$ cat config.mk
export PLATFORM = sky130hd
export DESIGN_NAME = timer16_waveform_mode_control
export DESIGN_NICKNAME = d
export VERILOG_FILES = /design/src/rtl/timer16_pkg.sv /design/src/rtl/timer16_core_if.sv /design/src/rtl/timer16_counter.sv /design/src/rtl/timer16_outputs.sv /design/src/rtl/timer16_waveform_mode_control.sv
export SDC_FILE = /design/constraint.sdc
export NUM_CORES = 1
export LEC_CHECK = 0
export BUFFER_PORTS_ARGS = -buffer_cell sky130_fd_sc_hd__buf_2
export CAP_MARGIN = 30
export CELL_PAD_IN_SITES_DETAIL_PLACEMENT = 0
export CELL_PAD_IN_SITES_GLOBAL_PLACEMENT = 1
export CORE_MARGIN = 1.5
export CORE_UTILIZATION = 47
export DETAILED_ROUTE_END_ITERATION = 16
export GPL_ROUTABILITY_DRIVEN = 0
export PLACE_DENSITY_LB_ADDON = 0.1
export SETUP_SLACK_MARGIN = 0.15
export SLEW_MARGIN = 20
export SYNTH_ARGS = -nofsm -noshare
export SYNTH_HDL_FRONTEND = slang
export SYNTH_SLANG_ARGS = --single-unit
$ cat constraint.sdc
create_clock -name aclk -period 6.3 [get_ports aclk]
set_input_delay 1.26 -clock aclk [delete_from_list [all_inputs] [get_ports aclk]]
set_output_delay 1.26 -clock aclk [all_outputs]
set_load 0.02 [all_outputs]
$ cat src/rtl/timer16_pkg.sv
package timer16_pkg;

	// Register offsets (byte addresses)
	localparam logic [7:0] OFF_CTRL_A = 8'h00;
	localparam logic [7:0] OFF_CTRL_B = 8'h04;
	localparam logic [7:0] OFF_COUNT = 8'h08;
	localparam logic [7:0] OFF_CMP_A = 8'h0C;
	localparam logic [7:0] OFF_CMP_B = 8'h10;
	localparam logic [7:0] OFF_CAPTURE = 8'h14;
	localparam logic [7:0] OFF_STATUS = 8'h18;
	localparam logic [7:0] OFF_MASK = 8'h1C;
	localparam logic [7:0] OFF_OUT_EN = 8'h20;

	// Control A fields
	localparam int WAVE_LO_POS = 0;
	localparam int MODE_B_LO_POS = 4;
	localparam int MODE_B_HI_POS = 5;
	localparam int MODE_A_LO_POS = 6;
	localparam int MODE_A_HI_POS = 7;
	localparam logic [7:0] CTRL_A_WMASK = 8'hF3;
	// Control B fields
	localparam int WAVE_HI_POS = 3;
	localparam logic [7:0] CTRL_B_WMASK = 8'h18;
	// Status and mask bits
	localparam int ST_OVERFLOW = 0;
	localparam int ST_MATCH_A = 1;
	localparam int ST_MATCH_B = 2;

	// Reset values
	localparam logic [7:0] CTRL_RESET = 8'h00;
	localparam logic [15:0] VALUE_RESET = 16'h0000;
	localparam logic [2:0] FLAGS_RESET = 3'h0;
	localparam logic [1:0] OUT_EN_RESET = 2'h0;

	// Bus responses
	localparam logic [1:0] RESP_OKAY = 2'h0;
	localparam logic [1:0] RESP_SLVERR = 2'h2;

	// Counter limits
	localparam logic [15:0] BOTTOM = 16'h0000;
	localparam logic [15:0] TOP_MAX = 16'hFFFF;
	localparam logic [15:0] TOP_8 = 16'h00FF;
	localparam logic [15:0] TOP_9 = 16'h01FF;
	localparam logic [15:0] TOP_10 = 16'h03FF;

	// Waveform modes
	localparam logic [3:0] MODE_NORMAL = 4'h0;
	localparam logic [3:0] MODE_PC8 = 4'h1;
	localparam logic [3:0] MODE_PC9 = 4'h2;
	localparam logic [3:0] MODE_PC10 = 4'h3;
	localparam logic [3:0] MODE_CTC_CMP = 4'h4;
	localparam logic [3:0] MODE_FAST8 = 4'h5;
	localparam logic [3:0] MODE_FAST9 = 4'h6;
	localparam logic [3:0] MODE_FAST10 = 4'h7;
	localparam logic [3:0] MODE_PFC_CAP = 4'h8;
	localparam logic [3:0] MODE_PFC_CMP = 4'h9;
	localparam logic [3:0] MODE_PC_CAP = 4'hA;
	localparam logic [3:0] MODE_PC_CMP = 4'hB;
	localparam logic [3:0] MODE_CTC_CAP = 4'hC;
	localparam logic [3:0] MODE_RESERVED = 4'hD;
	localparam logic [3:0] MODE_FAST_CAP = 4'hE;
	localparam logic [3:0] MODE_FAST_CMP = 4'hF;

	function automatic logic is_dual_slope(input logic [3:0] mode);
		is_dual_slope = mode inside {MODE_PC8, MODE_PC9, MODE_PC10, MODE_PFC_CAP,
			MODE_PFC_CMP, MODE_PC_CAP, MODE_PC_CMP};
	endfunction

	function automatic logic is_fast(input logic [3:0] mode);
		is_fast = mode inside {MODE_FAST8, MODE_FAST9, MODE_FAST10, MODE_FAST_CAP,
			MODE_FAST_CMP};
	endfunction

	function automatic logic is_direct(input logic [3:0] mode);
		is_direct = mode inside {MODE_NORMAL, MODE_CTC_CMP, MODE_CTC_CAP};
	endfunction

	function automatic logic is_pfc(input logic [3:0] mode);
		is_pfc = mode inside {MODE_PFC_CAP, MODE_PFC_CMP};
	endfunction

	function automatic logic [15:0] top_select(input logic [3:0] mode,
		input logic [15:0] cmp_a, input logic [15:0] capture);
		case (mode)
			MODE_NORMAL: top_select = TOP_MAX;
			MODE_PC8, MODE_FAST8: top_select = TOP_8;
			MODE_PC9, MODE_FAST9: top_select = TOP_9;
			MODE_PC10, MODE_FAST10: top_select = TOP_10;
			MODE_CTC_CMP, MODE_PFC_CMP, MODE_PC_CMP, MODE_FAST_CMP: top_select = cmp_a;
			default: top_select = capture;
		endcase
	endfunction

endpackage

$ cat src/rtl/timer16_core_if.sv
`timescale 1ns/1ps
`default_nettype none
interface timer16_core_if;
	logic [3:0] mode;
	logic [15:0] cmp_a;
	logic [15:0] cmp_b;
	logic [15:0] capture;
	logic [15:0] count;
	logic count_down;
	logic overflow;
	logic reload;

	modport ctr_mp (input mode, input cmp_a, input capture,
		output count, output count_down, output overflow, output reload);
	modport out_mp (input mode, input cmp_a, input cmp_b, input count, input count_down);
	modport top_mp (output mode, output cmp_a, output cmp_b, output capture,
		input count, input count_down, input overflow, input reload);
endinterface
`default_nettype wire

$ cat src/rtl/timer16_counter.sv
`timescale 1ns/1ps
`default_nettype none
module timer16_counter
	import timer16_pkg::*;
(
	// Clock and reset
	input wire logic aclk,
	input wire logic aresetn,
	// Core signals
	timer16_core_if.ctr_mp core
);
	logic [15:0] top_value;
	logic [15:0] next_count;
	logic next_down;
	wire at_top = core.count == top_value;
	wire at_bottom = core.count == BOTTOM;
	wire at_max = core.count == TOP_MAX;
	wire dual = is_dual_slope(core.mode);
	wire held = core.mode == MODE_RESERVED;

	assign top_value = top_select(core.mode, core.cmp_a, core.capture);
	assign core.overflow = is_direct(core.mode) ? at_max :
		dual ? (at_bottom && core.count_down) :
		(is_fast(core.mode) && at_top);
	assign core.reload = held ? 1'b0 : is_direct(core.mode) ? 1'b1 :
		is_pfc(core.mode) ? (at_bottom && core.count_down) : at_top;

	always_comb
	begin
		next_count = core.count;
		next_down = core.count_down;
		if (held)
		begin
			// Undefined mode: freeze rather than invent a sequence
			next_count = core.count;
		end
		else if (dual)
		begin
			if (!core.count_down)
			begin
				if (core.count >= top_value && !at_bottom)
				begin
					next_down = 1'b1;
					next_count = core.count - 16'h0001;
				end
				else if (!at_top)
					next_count = core.count + 16'h0001;
			end
			else if (at_bottom)
			begin
				next_down = 1'b0;
				if (!at_top)
					next_count = core.count + 16'h0001;
			end
			else
				next_count = core.count - 16'h0001;
		end
		else
		begin
			next_down = 1'b0;
			next_count = at_top ? BOTTOM : core.count + 16'h0001;
		end
	end

	always_ff @(posedge aclk)
	begin
		if (!aresetn)
		begin
			core.count <= VALUE_RESET;
			core.count_down <= 1'b0;
		end
		else
		begin
			core.count <= next_count;
			core.count_down <= next_down;
		end
	end
endmodule
`default_nettype wire

$ cat src/rtl/timer16_outputs.sv
`timescale 1ns/1ps
`default_nettype none
module timer16_outputs
	import timer16_pkg::*;
(
	// Clock and reset
	input wire logic aclk,
	input wire logic aresetn,
	// Core signals
	timer16_core_if.out_mp core,
	// Channel controls, index 0 is A
	input wire logic [1:0] out_enable,
	input wire logic [1:0] out_mode_hi,
	input wire logic [1:0] out_mode_lo,
	// Pins
	output logic [1:0] pin_level,
	output logic [1:0] pin_oe
);
	logic [15:0] cmp [2];
	wire dual = is_dual_slope(core.mode);

	assign cmp[0] = core.cmp_a;
	assign cmp[1] = core.cmp_b;

	genvar i;
	generate
		for (i = 0; i < 2; i++)
		begin : g_chan
			wire match = core.count == cmp[i];
			// Channel B has no toggle; its 01 setting stays disconnected
			wire toggle = !out_mode_hi[i] && out_mode_lo[i] && core.mode[3] && (i == 0);
			wire connected = out_enable[i] && dual && (out_mode_hi[i] || toggle);
			wire next_level = !match ? pin_level[i] :
				out_mode_hi[i] ? (core.count_down ^ out_mode_lo[i]) :
				toggle ? !pin_level[i] : pin_level[i];

			always_ff @(posedge aclk)
			begin
				if (!aresetn)
				begin
					pin_level[i] <= 1'b0;
					pin_oe[i] <= 1'b0;
				end
				else
				begin
					pin_level[i] <= connected ? next_level : pin_level[i];
					pin_oe[i] <= connected;
				end
			end

		end
	endgenerate
endmodule
`default_nettype wire

$ cat src/rtl/timer16_waveform_mode_control.sv
`timescale 1ns/1ps
`default_nettype none
module timer16_waveform_mode_control
	import timer16_pkg::*;
(
	// Clock and reset
	input wire logic aclk,
	input wire logic aresetn,
	// Write address channel
	input wire logic [7:0] s_axi_awaddr,
	input wire logic [2:0] s_axi_awprot,
	input wire logic s_axi_awvalid,
	output logic s_axi_awready,
	// Write data channel
	input wire logic [31:0] s_axi_wdata,
	input wire logic [3:0] s_axi_wstrb,
	input wire logic s_axi_wvalid,
	output logic s_axi_wready,
	// Write response channel
	output logic [1:0] s_axi_bresp,
	output logic s_axi_bvalid,
	input wire logic s_axi_bready,
	// Read address channel
	input wire logic [7:0] s_axi_araddr,
	input wire logic [2:0] s_axi_arprot,
	input wire logic s_axi_arvalid,
	output logic s_axi_arready,
	// Read data channel
	output logic [31:0] s_axi_rdata,
	output logic [1:0] s_axi_rresp,
	output logic s_axi_rvalid,
	input wire logic s_axi_rready,
	// Compare output pins
	output logic compare_out_a,
	output logic compare_out_a_oe,
	output logic compare_out_b,
	output logic compare_out_b_oe,
	// Interrupt
	output logic irq
);
	timer16_core_if core ();

	logic [7:0] timer16_control_a;
	logic [7:0] timer16_control_b;
	logic [15:0] cmp_a_buf;
	logic [15:0] cmp_b_buf;
	logic [15:0] cmp_a_act;
	logic [15:0] cmp_b_act;
	logic [15:0] capture_value;
	logic [2:0] status;
	logic [2:0] mask;
	logic [1:0] out_enable;
	logic aw_held;
	logic w_held;
	logic [7:0] aw_addr;
	logic [31:0] w_data;
	logic [3:0] w_strb;
	logic [31:0] rd_word;
	logic [1:0] pin_level;
	logic [1:0] pin_oe;

	function automatic logic addr_mapped(input logic [7:0] addr);
		addr_mapped = {addr[7:2], 2'b00} inside {OFF_CTRL_A, OFF_CTRL_B, OFF_COUNT,
			OFF_CMP_A, OFF_CMP_B, OFF_CAPTURE, OFF_STATUS, OFF_MASK, OFF_OUT_EN};
	endfunction

	function automatic logic [15:0] merge16(input logic [15:0] old,
		input logic [31:0] data, input logic [3:0] strb);
		merge16 = {strb[1] ? data[15:8] : old[15:8], strb[0] ? data[7:0] : old[7:0]};
	endfunction

	// Decode of the held write
	wire do_write = aw_held && w_held && !s_axi_bvalid;
	wire [7:0] wr_off = {aw_addr[7:2], 2'b00};
	wire wr_ctrl_a = do_write && wr_off == OFF_CTRL_A && w_strb[0];
	wire wr_ctrl_b = do_write && wr_off == OFF_CTRL_B && w_strb[0];
	wire wr_cmp_a = do_write && wr_off == OFF_CMP_A;
	wire wr_cmp_b = do_write && wr_off == OFF_CMP_B;
	wire wr_capture = do_write && wr_off == OFF_CAPTURE;
	wire wr_status = do_write && wr_off == OFF_STATUS && w_strb[0];
	wire wr_mask = do_write && wr_off == OFF_MASK && w_strb[0];
	wire wr_out_en = do_write && wr_off == OFF_OUT_EN && w_strb[0];
	wire [7:0] rd_off = {s_axi_araddr[7:2], 2'b00};
	wire rd_take = s_axi_arvalid && s_axi_arready;

	// Events and flag clearing
	wire match_a = core.count == cmp_a_act;
	wire match_b = core.count == cmp_b_act;
	wire [2:0] events = {match_b, match_a, core.overflow};
	wire [2:0] status_clr = wr_status ? w_data[2:0] : FLAGS_RESET;

	assign core.mode = {timer16_control_b[WAVE_HI_POS +: 2],
		timer16_control_a[WAVE_LO_POS +: 2]};
	assign core.cmp_a = cmp_a_act;
	assign core.cmp_b = cmp_b_act;
	assign core.capture = capture_value;

	assign compare_out_a = pin_level[0];
	assign compare_out_b = pin_level[1];
	assign compare_out_a_oe = pin_oe[0];
	assign compare_out_b_oe = pin_oe[1];

	timer16_counter u_counter (
		.aclk(aclk),
		.aresetn(aresetn),
		.core(core.ctr_mp)
	);

	timer16_outputs u_outputs (
		.aclk(aclk),
		.aresetn(aresetn),
		.core(core.out_mp),
		.out_enable(out_enable),
		.out_mode_hi({timer16_control_a[MODE_B_HI_POS], timer16_control_a[MODE_A_HI_POS]}),
		.out_mode_lo({timer16_control_a[MODE_B_LO_POS], timer16_control_a[MODE_A_LO_POS]}),
		.pin_level(pin_level),
		.pin_oe(pin_oe)
	);

	always_comb
	begin
		rd_word = 32'h00000000;
		case (rd_off)
			OFF_CTRL_A: rd_word[7:0] = timer16_control_a;
			OFF_CTRL_B: rd_word[7:0] = timer16_control_b;
			OFF_COUNT: rd_word[15:0] = core.count;
			OFF_CMP_A: rd_word[15:0] = cmp_a_buf;
			OFF_CMP_B: rd_word[15:0] = cmp_b_buf;
			OFF_CAPTURE: rd_word[15:0] = capture_value;
			OFF_STATUS: rd_word[2:0] = status;
			OFF_MASK: rd_word[2:0] = mask;
			OFF_OUT_EN: rd_word[1:0] = out_enable;
			default: rd_word = 32'h00000000;
		endcase
	end

	// Write channels are taken independently, in either order
	always_ff @(posedge aclk)
	begin
		if (!aresetn)
		begin
			s_axi_awready <= 1'b1;
			s_axi_wready <= 1'b1;
			s_axi_bvalid <= 1'b0;
			s_axi_bresp <= RESP_OKAY;
			aw_held <= 1'b0;
			w_held <= 1'b0;
			aw_addr <= 8'h00;
			w_data <= 32'h00000000;
			w_strb <= 4'h0;
		end
		else
		begin
			if (s_axi_awvalid && s_axi_awready)
			begin
				aw_held <= 1'b1;
				s_axi_awready <= 1'b0;
				aw_addr <= s_axi_awaddr;
			end
			if (s_axi_wvalid && s_axi_wready)
			begin
				w_held <= 1'b1;
				s_axi_wready <= 1'b0;
				w_data <= s_axi_wdata;
				w_strb <= s_axi_wstrb;
			end
			if (do_write)
			begin
				s_axi_bvalid <= 1'b1;
				s_axi_bresp <= addr_mapped(aw_addr) ? RESP_OKAY : RESP_SLVERR;
			end
			if (s_axi_bvalid && s_axi_bready)
			begin
				s_axi_bvalid <= 1'b0;
				aw_held <= 1'b0;
				w_held <= 1'b0;
				s_axi_awready <= 1'b1;
				s_axi_wready <= 1'b1;
			end
		end
	end

	// One read in flight; data is sampled at the address handshake
	always_ff @(posedge aclk)
	begin
		if (!aresetn)
		begin
			s_axi_arready <= 1'b1;
			s_axi_rvalid <= 1'b0;
			s_axi_rdata <= 32'h00000000;
			s_axi_rresp <= RESP_OKAY;
		end
		else if (rd_take)
		begin
			s_axi_arready <= 1'b0;
			s_axi_rvalid <= 1'b1;
			s_axi_rdata <= rd_word;
			s_axi_rresp <= addr_mapped(s_axi_araddr) ? RESP_OKAY : RESP_SLVERR;
		end
		else if (s_axi_rvalid && s_axi_rready)
		begin
			s_axi_rvalid <= 1'b0;
			s_axi_arready <= 1'b1;
		end
	end

	// Software registers
	always_ff @(posedge aclk)
	begin
		if (!aresetn)
		begin
			timer16_control_a <= CTRL_RESET;
			timer16_control_b <= CTRL_RESET;
			cmp_a_buf <= VALUE_RESET;
			cmp_b_buf <= VALUE_RESET;
			capture_value <= VALUE_RESET;
			mask <= FLAGS_RESET;
			out_enable <= OUT_EN_RESET;
		end
		else
		begin
			if (wr_ctrl_a)
				timer16_control_a <= w_data[7:0] & CTRL_A_WMASK;
			if (wr_ctrl_b)
				timer16_control_b <= w_data[7:0] & CTRL_B_WMASK;
			if (wr_cmp_a)
				cmp_a_buf <= merge16(cmp_a_buf, w_data, w_strb);
			if (wr_cmp_b)
				cmp_b_buf <= merge16(cmp_b_buf, w_data, w_strb);
			if (wr_capture)
				capture_value <= merge16(capture_value, w_data, w_strb);
			if (wr_mask)
				mask <= w_data[2:0];
			if (wr_out_en)
				out_enable <= w_data[1:0];
		end
	end

	// Active compare copies follow the buffers at the mode's update point
	always_ff @(posedge aclk)
	begin
		if (!aresetn)
		begin
			cmp_a_act <= VALUE_RESET;
			cmp_b_act <= VALUE_RESET;
		end
		else if (core.reload)
		begin
			cmp_a_act <= cmp_a_buf;
			cmp_b_act <= cmp_b_buf;
		end
	end

	// Sticky flags: a new event beats a same-cycle clear
	always_ff @(posedge aclk)
	begin
		if (!aresetn)
		begin
			status <= FLAGS_RESET;
			irq <= 1'b0;
		end
		else
		begin
			status <= (status & ~status_clr) | events;
			irq <= |(status & mask);
		end
	end
endmodule
`default_nettype wire

* After elaboration in Yosys (flattened, before gate mapping)
Index checks and enable logic that the tools add are counted.
** Storage, ports and cells
- Register bits :: 171
- Bits in latches :: 0
- Bits in writable memories :: 0
- ROM bits :: 0
- Input port bits :: 65
- Output and inout bits :: 46
- Memories kept :: 0
** Operators by class
- Add/subtract/negate cells :: 2
- Multipliers :: 0
- Divide/modulo/power cells :: 0
- Magnitude comparators :: 1
- Equal/unequal tests :: 35
- Shift-type cells :: 0
- Mux-type cells :: 29
- Bitwise operators :: 7
- Reductions and logical operators :: 62
** Operator list (count)
- 2-to-1 mux 16 bit :: 6
- one-hot mux 16 bit (5 select lines) :: 1
- == test 16 bit :: 3
- == test 6 x 3 -> 1 bit, second input constant :: 8
- == test 4 bit, second input constant :: 8
- one-hot mux 8 bit (4 select lines) :: 1
- one-hot mux 5 bit (6 select lines) :: 1
- logical AND 1 bit :: 29
- == test 6 x 2 -> 1 bit, second input constant :: 4
- nonzero test 9 bit :: 2
- adder 16 x 1 -> 16 bit, second input constant :: 1
- == test 16 bit, second input constant :: 1
- == test 4 x 3 -> 1 bit, second input constant :: 4
- greater-or-equal comparator 16 bit :: 1
- zero test 16 bit :: 1
- zero test 8 bit :: 2
- one-hot mux 2 bit (8 select lines) :: 1
- subtractor 16 x 1 -> 16 bit, second input constant :: 1
- 2-to-1 mux 1 bit :: 15
- == test 6 x 1 -> 1 bit, second input constant :: 2
- == test 6 x 4 -> 1 bit, second input constant :: 2
- zero test 6 bit :: 2
- AND reduction 2 bit :: 6
- == test 4 x 2 -> 1 bit, second input constant :: 2
- other kinds (20) :: 32

* Longest topological paths before layout
Gate-level depths: netlist of run 1.
- Depth in word-level cells :: 8
- Gate-level depth with buffers :: 17
- Depth with buffers taken out :: 14

* Modules after synthesis
A second synthesis of run 1 with hierarchy kept.
** Second synthesis, totals
- Cell total of the unflattened synthesis :: 1131
- Area total of the unflattened synthesis :: 9877.0 µm²
** Modules (own cells, without submodules)
- timer16_waveform_mode_control :: times used 1, cells an instance 685, area each 6750.2 µm²
- timer16_counter :: times used 1, cells an instance 379, area each 2581.2 µm²
- timer16_outputs :: times used 1, cells an instance 67, area each 545.5 µm²

* Worst setup path after synthesis of run 1
Ideal clock, no wire load.
- Path type :: register -> register
- Start point :: register timer16_control_a[1]
- End point :: register u_counter.core.count[11]
- Data arrival time :: 3.470 ns
- Data required time :: 6.184 ns
- Slack :: 2.715 ns
- Stages on the path, launching flop included :: 17
- Path buffers :: 3
- Period minus slack after synthesis :: 3.585 ns
- Cells stage by stage :: dfxtp_1 > clkbuf_1 > inv_1 > nand2_1 > nand2_1 > clkbuf_1 > o22ai_1 > a22oi_1 > ha_1 > nand2b_1 > a2111o_1 > a32oi_1 > and2_1 > buf_2 > nor2_1 > a221o_1 > and3_1
** On the way
- Word-level cells in the longest chain between the ends :: 8
** Ends and longest elaborated chain
- start, declared :: RTL line timer16_waveform_mode_control.sv:43 : logic [7:0] timer16_control_a;
- start signal, assigned :: RTL line timer16_waveform_mode_control.sv:223 : timer16_control_a <= w_data[7:0] & CTRL_A_WMASK;
- == test 4 bit, or another cell as far along :: RTL line timer16_pkg.sv:65, timer16_pkg.sv:84
- OR reduction 4 bit or OR reduction 2 bit (tied branches) :: RTL line timer16_pkg.sv:84 : case (mode)
- one-hot mux 16 bit (5 select lines) :: RTL line timer16_pkg.sv:84
- greater-or-equal comparator 16 bit or == test 16 bit (tied branches) :: RTL line timer16_counter.sv:41, timer16_counter.sv:15
- logical AND 1 bit or 2-to-1 mux 16 bit (tied branches)
- 2-to-1 mux 16 bit, on equally long branches
- 2-to-1 mux 16 bit :: RTL line timer16_counter.sv:39 : if (!core.count_down)
- 2-to-1 mux 16 bit :: RTL line timer16_counter.sv:37 : else if (dual)
- end signal, assigned :: RTL line timer16_counter.sv:74 : core.count <= next_count;
- end, declared :: RTL line timer16_core_if.sv:14 : output count, output count_down, output overflow, output reload);
Parallel ways exist; a longest one is shown, timed or not.
A chain may end at the register's enable or synchronous reset.

* Final worst setup path of run 1
- Start point :: register timer16_control_b[3]
- End point :: register cmp_b_act[4]
** On the way
- Word-level cells in the longest chain between the ends :: 7
** Ends and longest elaborated chain
- start, declared :: RTL line timer16_waveform_mode_control.sv:44 : logic [7:0] timer16_control_b;
- start signal, assigned :: RTL line timer16_waveform_mode_control.sv:225 : timer16_control_b <= w_data[7:0] & CTRL_B_WMASK;
- == test 4 bit, or another cell as far along :: RTL line timer16_pkg.sv:79, timer16_pkg.sv:84
- OR reduction 4 bit or OR reduction 2 bit (tied branches) :: RTL line timer16_pkg.sv:84
- one-hot mux 16 bit (5 select lines) :: RTL line timer16_pkg.sv:84
- == test 16 bit :: RTL line timer16_counter.sv:15 : wire at_top = core.count == top_value;
- 2-to-1 mux 1 bit :: RTL line timer16_counter.sv:26 : is_pfc(core.mode) ? (at_bottom && core.count_down) : at_top;
- 2-to-1 mux 1 bit :: RTL line timer16_counter.sv:25 : assign core.reload = held ? 1'b0 : is_direct(core.mode) ? 1'b1 :
- 2-to-1 mux 1 bit * :: RTL line timer16_counter.sv:25
- end signal, assigned :: RTL line timer16_waveform_mode_control.sv:250 : cmp_b_act <= cmp_b_buf;
- end, declared :: RTL line timer16_waveform_mode_control.sv:48 : logic [15:0] cmp_b_act;
Mark *: on every way between the ends. The rest lies on a longest branch, timed or not.

==> qor.yml, run 1 <==
status:
  status: "completed"
worst_setup_path:
  cp.required_ns: 6.60
  cp_slowest_stage_delay_ns: 0.82
  crit_fanout: 32
  crit_top_cell: "nand2_1"
  path_delay_family: "simple AND/OR/NAND/NOR gates"
  worst-path-buf-inv: 0
  slowest_stage: "nor4_2"
  worstPathCellList: "nand2_1 > nand2_1 > nand2_1 > nand2_1 > a22oi_1 > ha_1 > nand4_1 > nor4_2 > nor2_1 > a31oi_4 > nand2_4 > mux2i_1 > nor2_1"
  crit_arrival_ns: 4.84
  rrSetupSlack_ns: 1.76
  startpoint_type: "flop"
  crit_type: "reg -> reg"
  end_kind: "flop"
layout:
  fin_nets: 1197
  fin_cells: 1360
  drive_above_1_share: 0.117
  fin_area_um2: 9820
  area_delta_synth_final_pct: 10.8
timing:
  setup_violations: 0
  rsz0062_at_grt: "no"
  finalHoldViolCount: 0
  period_minus_slack_ns: 4.54
  slew_viol_final: 0
  tightestPinTransition_ns: 0.964
  setup_slack_ns: 1.76
  finalSetupTns_ns: 0
  skew_ns: 0.0120
  fmax_mhz: 220
  post-route-period-util: 0.721
  slew_headroom: 0.354
yosys:
  synthFlopType: "dfxtp_1"
  ys_top_cells_by_area: "dfxtp_1, mux2i_1, a21oi_1, nand2_1, nor2_1"
  syn_avg_cell_area_um2: 8.13
  syn_area_um2: 8870
  async_flop_share: 0
  ys.warnings.count: 0
  yosysTopAreaCellShare: 0.377
  ys_seq_area_frac: 0.377
  synth_area_leader_cell: "dfxtp_1"
  synthDistinctLibCells: 75
  synth-seq-cells: 167
  yosysMostFrequentCell: "dfxtp_1"
  yosys-top-cells-count: "dfxtp_1, nand2_1, nor2_1, a21oi_1, mux2i_1"
  syn_inst: 1091
  synth_edf_count: 0
pwr:
  clkPwrFrac: 0.448
  power_density_nw_per_um2: 243
  power_mw: 2.39
  swShare: 0.294
  p_comb_frac: 0.085
  sequentialPowerShare: 0.467
  p_sw_mw: 0.703
  internal_power_mw: 1.68
  p_leak_nw: 3.75
  vdd_ir_drop_max_mv: 0.180
die:
  start_util: 0.477
  die_y_um: 140
  io_pins: 111
  rows: 50
  die_w_um: 140
  dieArea_um2: 19700
  core_um2: 18600
global_route:
  busiest_layer: "met2"
  grt_pass1_wl_mm: 41.1
  grt_pass1_vias: 7369
  grt_max_degree: 78
  grt_use_met1: 0.375
  globalRouteOverflowTotal: 0
  globalRouteMet3Util: 0.0468
  grt_util_met2: 0.419
  antenna_found_initial: 1
  grt_usage: 0.269
clocking:
  cts_sinks: 167
  cts_made_buffers: 17
  clk-insertion-delay-late_ns: 0.45
  htree_num_levels: 4
  cts_tree: "yes"
  cts.clk_slew.worst_paths_ns: 0.07
  cts.repair.resized: 0
  root_buffer: "clkbuf_16"
  cts.path.max_buffers: 2
  post_cts_buffers: 0
  hold_buffers: 0
routing:
  post-route-drc-count: 0
  vias: 7914
  first_pass_iters: 5
  drt_iter0_drc: 516
  vias_per_cell: 5.82
  drt_wl_total_mm: 25.8
  route.antenna.remaining_nets: 0
  wl_per_cell_um: 18.9
place:
  portBuffers: 64
  placed_cells: 1327
  post_dp_cell_area_um2: 9220
  dp_slack_ns: 1.82
  dpl.hpwl_mm: 18.3
run:
  cap_violations: 0
worst_hold_path:
  holdCritPathClass: "reg -> reg"
==> sequential cells by signal (all words and copies together) (netlist names), 3 cells and up <==
register              flops
capture_value            16
cmp_a_act                16
cmp_a_buf                16
cmp_b_act                16
cmp_b_buf                16
s_axi_rdata              16
u_counter.core.count     16
w_data                   16
aw_addr                   6
timer16_control_a         6
mask                      3
status                    3
==> tightest hold or removal path, stage by stage, from the launching register on <==
cell and delay [ns]:
dfxtp_1 0.32, nand2_1 0.05, a21oi_1 0.05
==> cells by family after synthesis <==
group / share of synthesized area
and+or+nand+nor: 0.223
muxes: 0.0999
buffers and inverters: 0.0560
AOI/OAI and AO/OA: 0.178
xor gates and xnor gates: 0.0375
other: 0.000423
DFF: 0.377
adders and majority gates: 0.0282
==> path summary, 6_finish.rpt <==
path,start,end,cells after the start
setup / recovery,timer16_control_b[3],cmp_b_act[4],13
hold / removal,w_strb[0],w_strb[0],2
setup reg to reg,timer16_control_b[3],cmp_b_act[4],13
hold reg to reg,w_strb[0],w_strb[0],2
==> layout make-up <==
| cell class | instances | area, um2 |
|---|---|---|
| inverter | 12 | 47.5 |
| fill | 1861 | 8760 |
| multi-input combinational | 837 | 5100 |
| timing repair buffer | 77 | 434 |
| clock inverter | 15 | 175 |
| antenna | 1 | 2.50 |
| tap | 234 | 293 |
| sequential | 167 | 3340 |
| clock buffer | 17 | 425 |
==> placed cells by master (no fill, tap or decap), types with 8 or more instances in the layout <==
cell type    n
a21oi_1    105
a22oi_1     39
a31oi_1      8
buf_2       64
buf_4       11
clkbuf_16   17
conb_1      18
dfxtp_1    167
ha_1        20
inv_1       11
mux2i_1     84
nand2_1    138
nand2b_1    15
nand3_1     37
nand4_1     18
nor2_1     126
nor2b_1      9
nor3_1      19
nor4_1      11
o21ai_0     35
o22ai_1      8
xnor2_1     35
==> through the flow <==
stage	hold WS, ns	utilization
after floorplan	0.440	-
after global placement	0.451	0.496
after detailed placement	0.456	0.496
after CTS	0.467	0.529
after global routing	0.501	0.529
final	0.464	0.529
==> power by group through the flow <==
stage                     clock network (mW)  logic, mW  registers (mW)
after global routing                    1.12      0.223            1.12
after global placement                     0      0.199            1.14
after floorplan                            0      0.157            1.12
final                                   1.07      0.202            1.12
after CTS                               1.08      0.201            1.11
after detailed placement                   0      0.200            1.14
==> per-layer routing <==
metal	vias up	share of wire	wire length, um
met1	3763	0.48	12300
met5	-	0	0
met3	38	0.052	1350
li1	3899	-	-
met2	214	0.45	11500
met4	0	0.022	569
No activity file was read; power rests on OpenSTA's default activity.
==> run 2, diff against run 1 <==
--- a/config.mk
+++ b/config.mk
@@ -10,7 +10,7 @@
 export CELL_PAD_IN_SITES_DETAIL_PLACEMENT = 0
 export CELL_PAD_IN_SITES_GLOBAL_PLACEMENT = 1
 export CORE_MARGIN = 1.5
-export CORE_UTILIZATION = 47
+export CORE_UTILIZATION = 44
 export DETAILED_ROUTE_END_ITERATION = 16
 export GPL_ROUTABILITY_DRIVEN = 0
 export PLACE_DENSITY_LB_ADDON = 0.1
==> constraint.sdc (replaced) <==
create_clock -name aclk -period 4.57 [get_ports aclk]
set_input_delay 0.914 -clock aclk [delete_from_list [all_inputs] [get_ports aclk]]
set_output_delay 0.914 -clock aclk [all_outputs]
set_load 0.02 [all_outputs]
==> run 2 against run 1 <==
  * Clock skew up 0.00053 ns
  * Highest routed layer unchanged
  * First-iteration DRC count up 0.78%
  * Global-route usage down 1.2 points
  * Largest cell class unchanged
==> qor.yml, run 2 (synthesis results as in run 1) <==
run:
  cap_violations: 0  # unchanged
place:
  post_dp_cell_area_um2: 9400  # was 9220 um2
  dpl.hpwl_mm: 19.3  # was 18.3 mm
  portBuffers: 64  # unchanged
pwr:
  internal_power_mw: 2.30  # was 1.68 mW
  vdd_ir_drop_max_mv: 0.260  # was 0.180 mV
  swShare: 0.287  # was 0.294
  sequentialPowerShare: 0.475  # was 0.467
  power_density_nw_per_um2: 324  # was 243 nW/um2
  p_sw_mw: 0.928  # was 0.703 mW
  p_leak_nw: 3.83  # was 3.75 nW
  clkPwrFrac: 0.438  # was 0.448
  p_comb_frac: 0.087  # was 0.085
timing:
  finalHoldViolCount: 0  # unchanged
  slew_headroom: 0.399  # was 0.354
  skew_ns: 0.0126  # was 0.0120 ns
  finalSetupTns_ns: 0  # unchanged
  period_minus_slack_ns: 3.94  # was 4.54 ns
  slew_viol_final: 0  # unchanged
  rsz0062_at_grt: "no"  # unchanged
  fmax_mhz: 254  # was 220 MHz
  setup_violations: 0  # unchanged
  post-route-period-util: 0.862  # was 0.721
  tightestPinTransition_ns: 0.898  # was 0.964 ns
routing:
  drt_wl_total_mm: 26.7  # was 25.8 mm
  vias: 7968  # was 7,914
  post-route-drc-count: 0  # unchanged
  route.antenna.remaining_nets: 0  # unchanged
  drt_iter0_drc: 520  # was 516
  first_pass_iters: 6  # was 5
  wl_per_cell_um: 19.0  # was 18.9 um
  vias_per_cell: 5.66  # was 5.82
layout:
  nFillCells: 1995  # was 1,861
  drive_above_1_share: 0.133  # was 0.117
  multi_input_area_um2: 5110  # was 5100 um2
  fin_nets: 1216  # was 1,197
  final_common_cell: "dfxtp_1"  # unchanged
  area_delta_synth_final_pct: 12.6  # was 10.8%
  most-common-layout-cells: "dfxtp_1, nand2_1, nor2_1"  # unchanged
  seqCellArea_um2: 3340  # unchanged
  antenna_cells: 0  # was 1
  fin_area_um2: 9980  # was 9820 um2
clocking:
  cts.repair.resized: 0  # unchanged
  htree_num_levels: 4  # unchanged
  cts_sinks: 167  # unchanged
  cts.path.max_buffers: 2  # unchanged
  clk-insertion-delay-late_ns: 0.43  # was 0.45 ns
  post_cts_buffers: 0  # unchanged
  cts_made_buffers: 17  # unchanged
  hold_buffers: 0  # unchanged
  cts_tree: "yes"  # unchanged
  root_buffer: "clkbuf_16"  # unchanged
  cts.clk_slew.worst_paths_ns: 0.07  # about the same
die:
  dieArea_um2: 21000  # was 19,700 um2
  die_y_um: 145  # was 140 um
  rows: 51  # was 50
  die_w_um: 145  # was 140 um
  core_um2: 19600  # was 18,600 um2
  start_util: 0.453  # was 0.477
  io_pins: 111  # unchanged
worst_setup_path:
  rrSetupSlack_ns: 0.63  # was 1.76 ns
  crit_arrival_ns: 4.26  # was 4.84 ns
  r2r_start: "timer16_control_a[1]"  # was timer16_control_b[3]
  end_kind: "flop"  # unchanged
  cp.required_ns: 4.89  # was 6.60 ns
  startpoint_type: "flop"  # unchanged
  cp-startpoint: "timer16_control_a[1]"  # was timer16_control_b[3]
  crit_type: "reg -> reg"  # unchanged
  crit_fanout: 15  # was 32
global_route:
  grt_pass1_wl_mm: 42.6  # was 41.1 mm
  grt_usage: 0.257  # was 0.269
  grt_max_degree: 52  # was 78
  globalRouteOverflowTotal: 0  # unchanged
  grt_pass1_vias: 7608  # was 7,369
  antenna_found_initial: 0  # was 1
worst_hold_path:
  hold_start: "aw_addr[7]"  # was w_strb[0]
  holdCritPathClass: "reg -> reg"  # unchanged
status:
  status: "completed"  # unchanged
run 2: changes by cell type in the layout (fill, tap and decap cells not counted), moves of 2 or more:
cell    previous run  this run
inv_6              3         5
inv_8              4         2
buf_4             11        31
inv_12             2         0
run 2: metal layers:
layer / wire [um] / global-route usage / share of wire
met2: 12300 / 0.408 / 0.46
met4: 531 / 0.0964 / 0.020
met5: 0 / 0 / 0
met3: 1230 / 0.0362 / 0.046
met1: 12600 / 0.353 / 0.47
run 2: path summary, 6_finish.rpt:
path / to / cells after the start
setup / recovery: u_counter.core.count[11] / 13
hold / removal: aw_addr[7] / 2
setup reg to reg: u_counter.core.count[11] / 13
hold reg to reg: aw_addr[7] / 2
run 2: critical path, stage by stage (launching register included):
cell and delay (ns):
dfxtp_1 0.32, inv_1 0.17, nand2_1 0.18, nand2_1 0.46, o22ai_1 0.16, a22oi_1 0.25
ha_1 0.28, nand2b_1 0.14, a2111o_1 0.40, a32oi_1 0.43, and2_1 0.46, nor2_1 0.11
a221o_1 0.30, and3_1 0.17
run 2: stage by stage:
| stage | hold slack [ns] | worst slack, ns | std cells | power, mW | util |
|---|---|---|---|---|---|
| 3_3_place_gp | 0.452 | 0.689 | 1376 | 1.85 | 0.479 |
| 5_1_grt | 0.496 | 0.343 | 1409 | 3.34 | 0.510 |
| 6_report | 0.475 | 0.630 | 1409 | 3.23 | 0.510 |
| 3_5_place_dp | 0.466 | 0.651 | 1376 | 1.85 | 0.480 |
| 2_1_floorplan | 0.440 | 0.985 | 1108 | 1.76 | - |
| 4_1_cts | 0.477 | 0.617 | 1408 | 3.25 | 0.509 |
run 2: final cells by class:
cell class / count / share of cell area
sequential: 167 / 0.335
inverter: 12 / 0.00476
clock inverter: 15 / 0.0154
multi-input combinational: 837 / 0.512
timing repair buffer: 96 / 0.0574
tap: 265 / 0.0332
clock buffer: 17 / 0.0426
run 2: power by group through the flow:
stage / clock network, mW / logic, mW / registers (mW)
3_5_place_dp: 0 / 0.279 / 1.57
5_1_grt: 1.49 / 0.310 / 1.54
4_1_cts: 1.44 / 0.280 / 1.53
2_1_floorplan: 0 / 0.217 / 1.54
6_report: 1.41 / 0.283 / 1.54
3_3_place_gp: 0 / 0.277 / 1.57
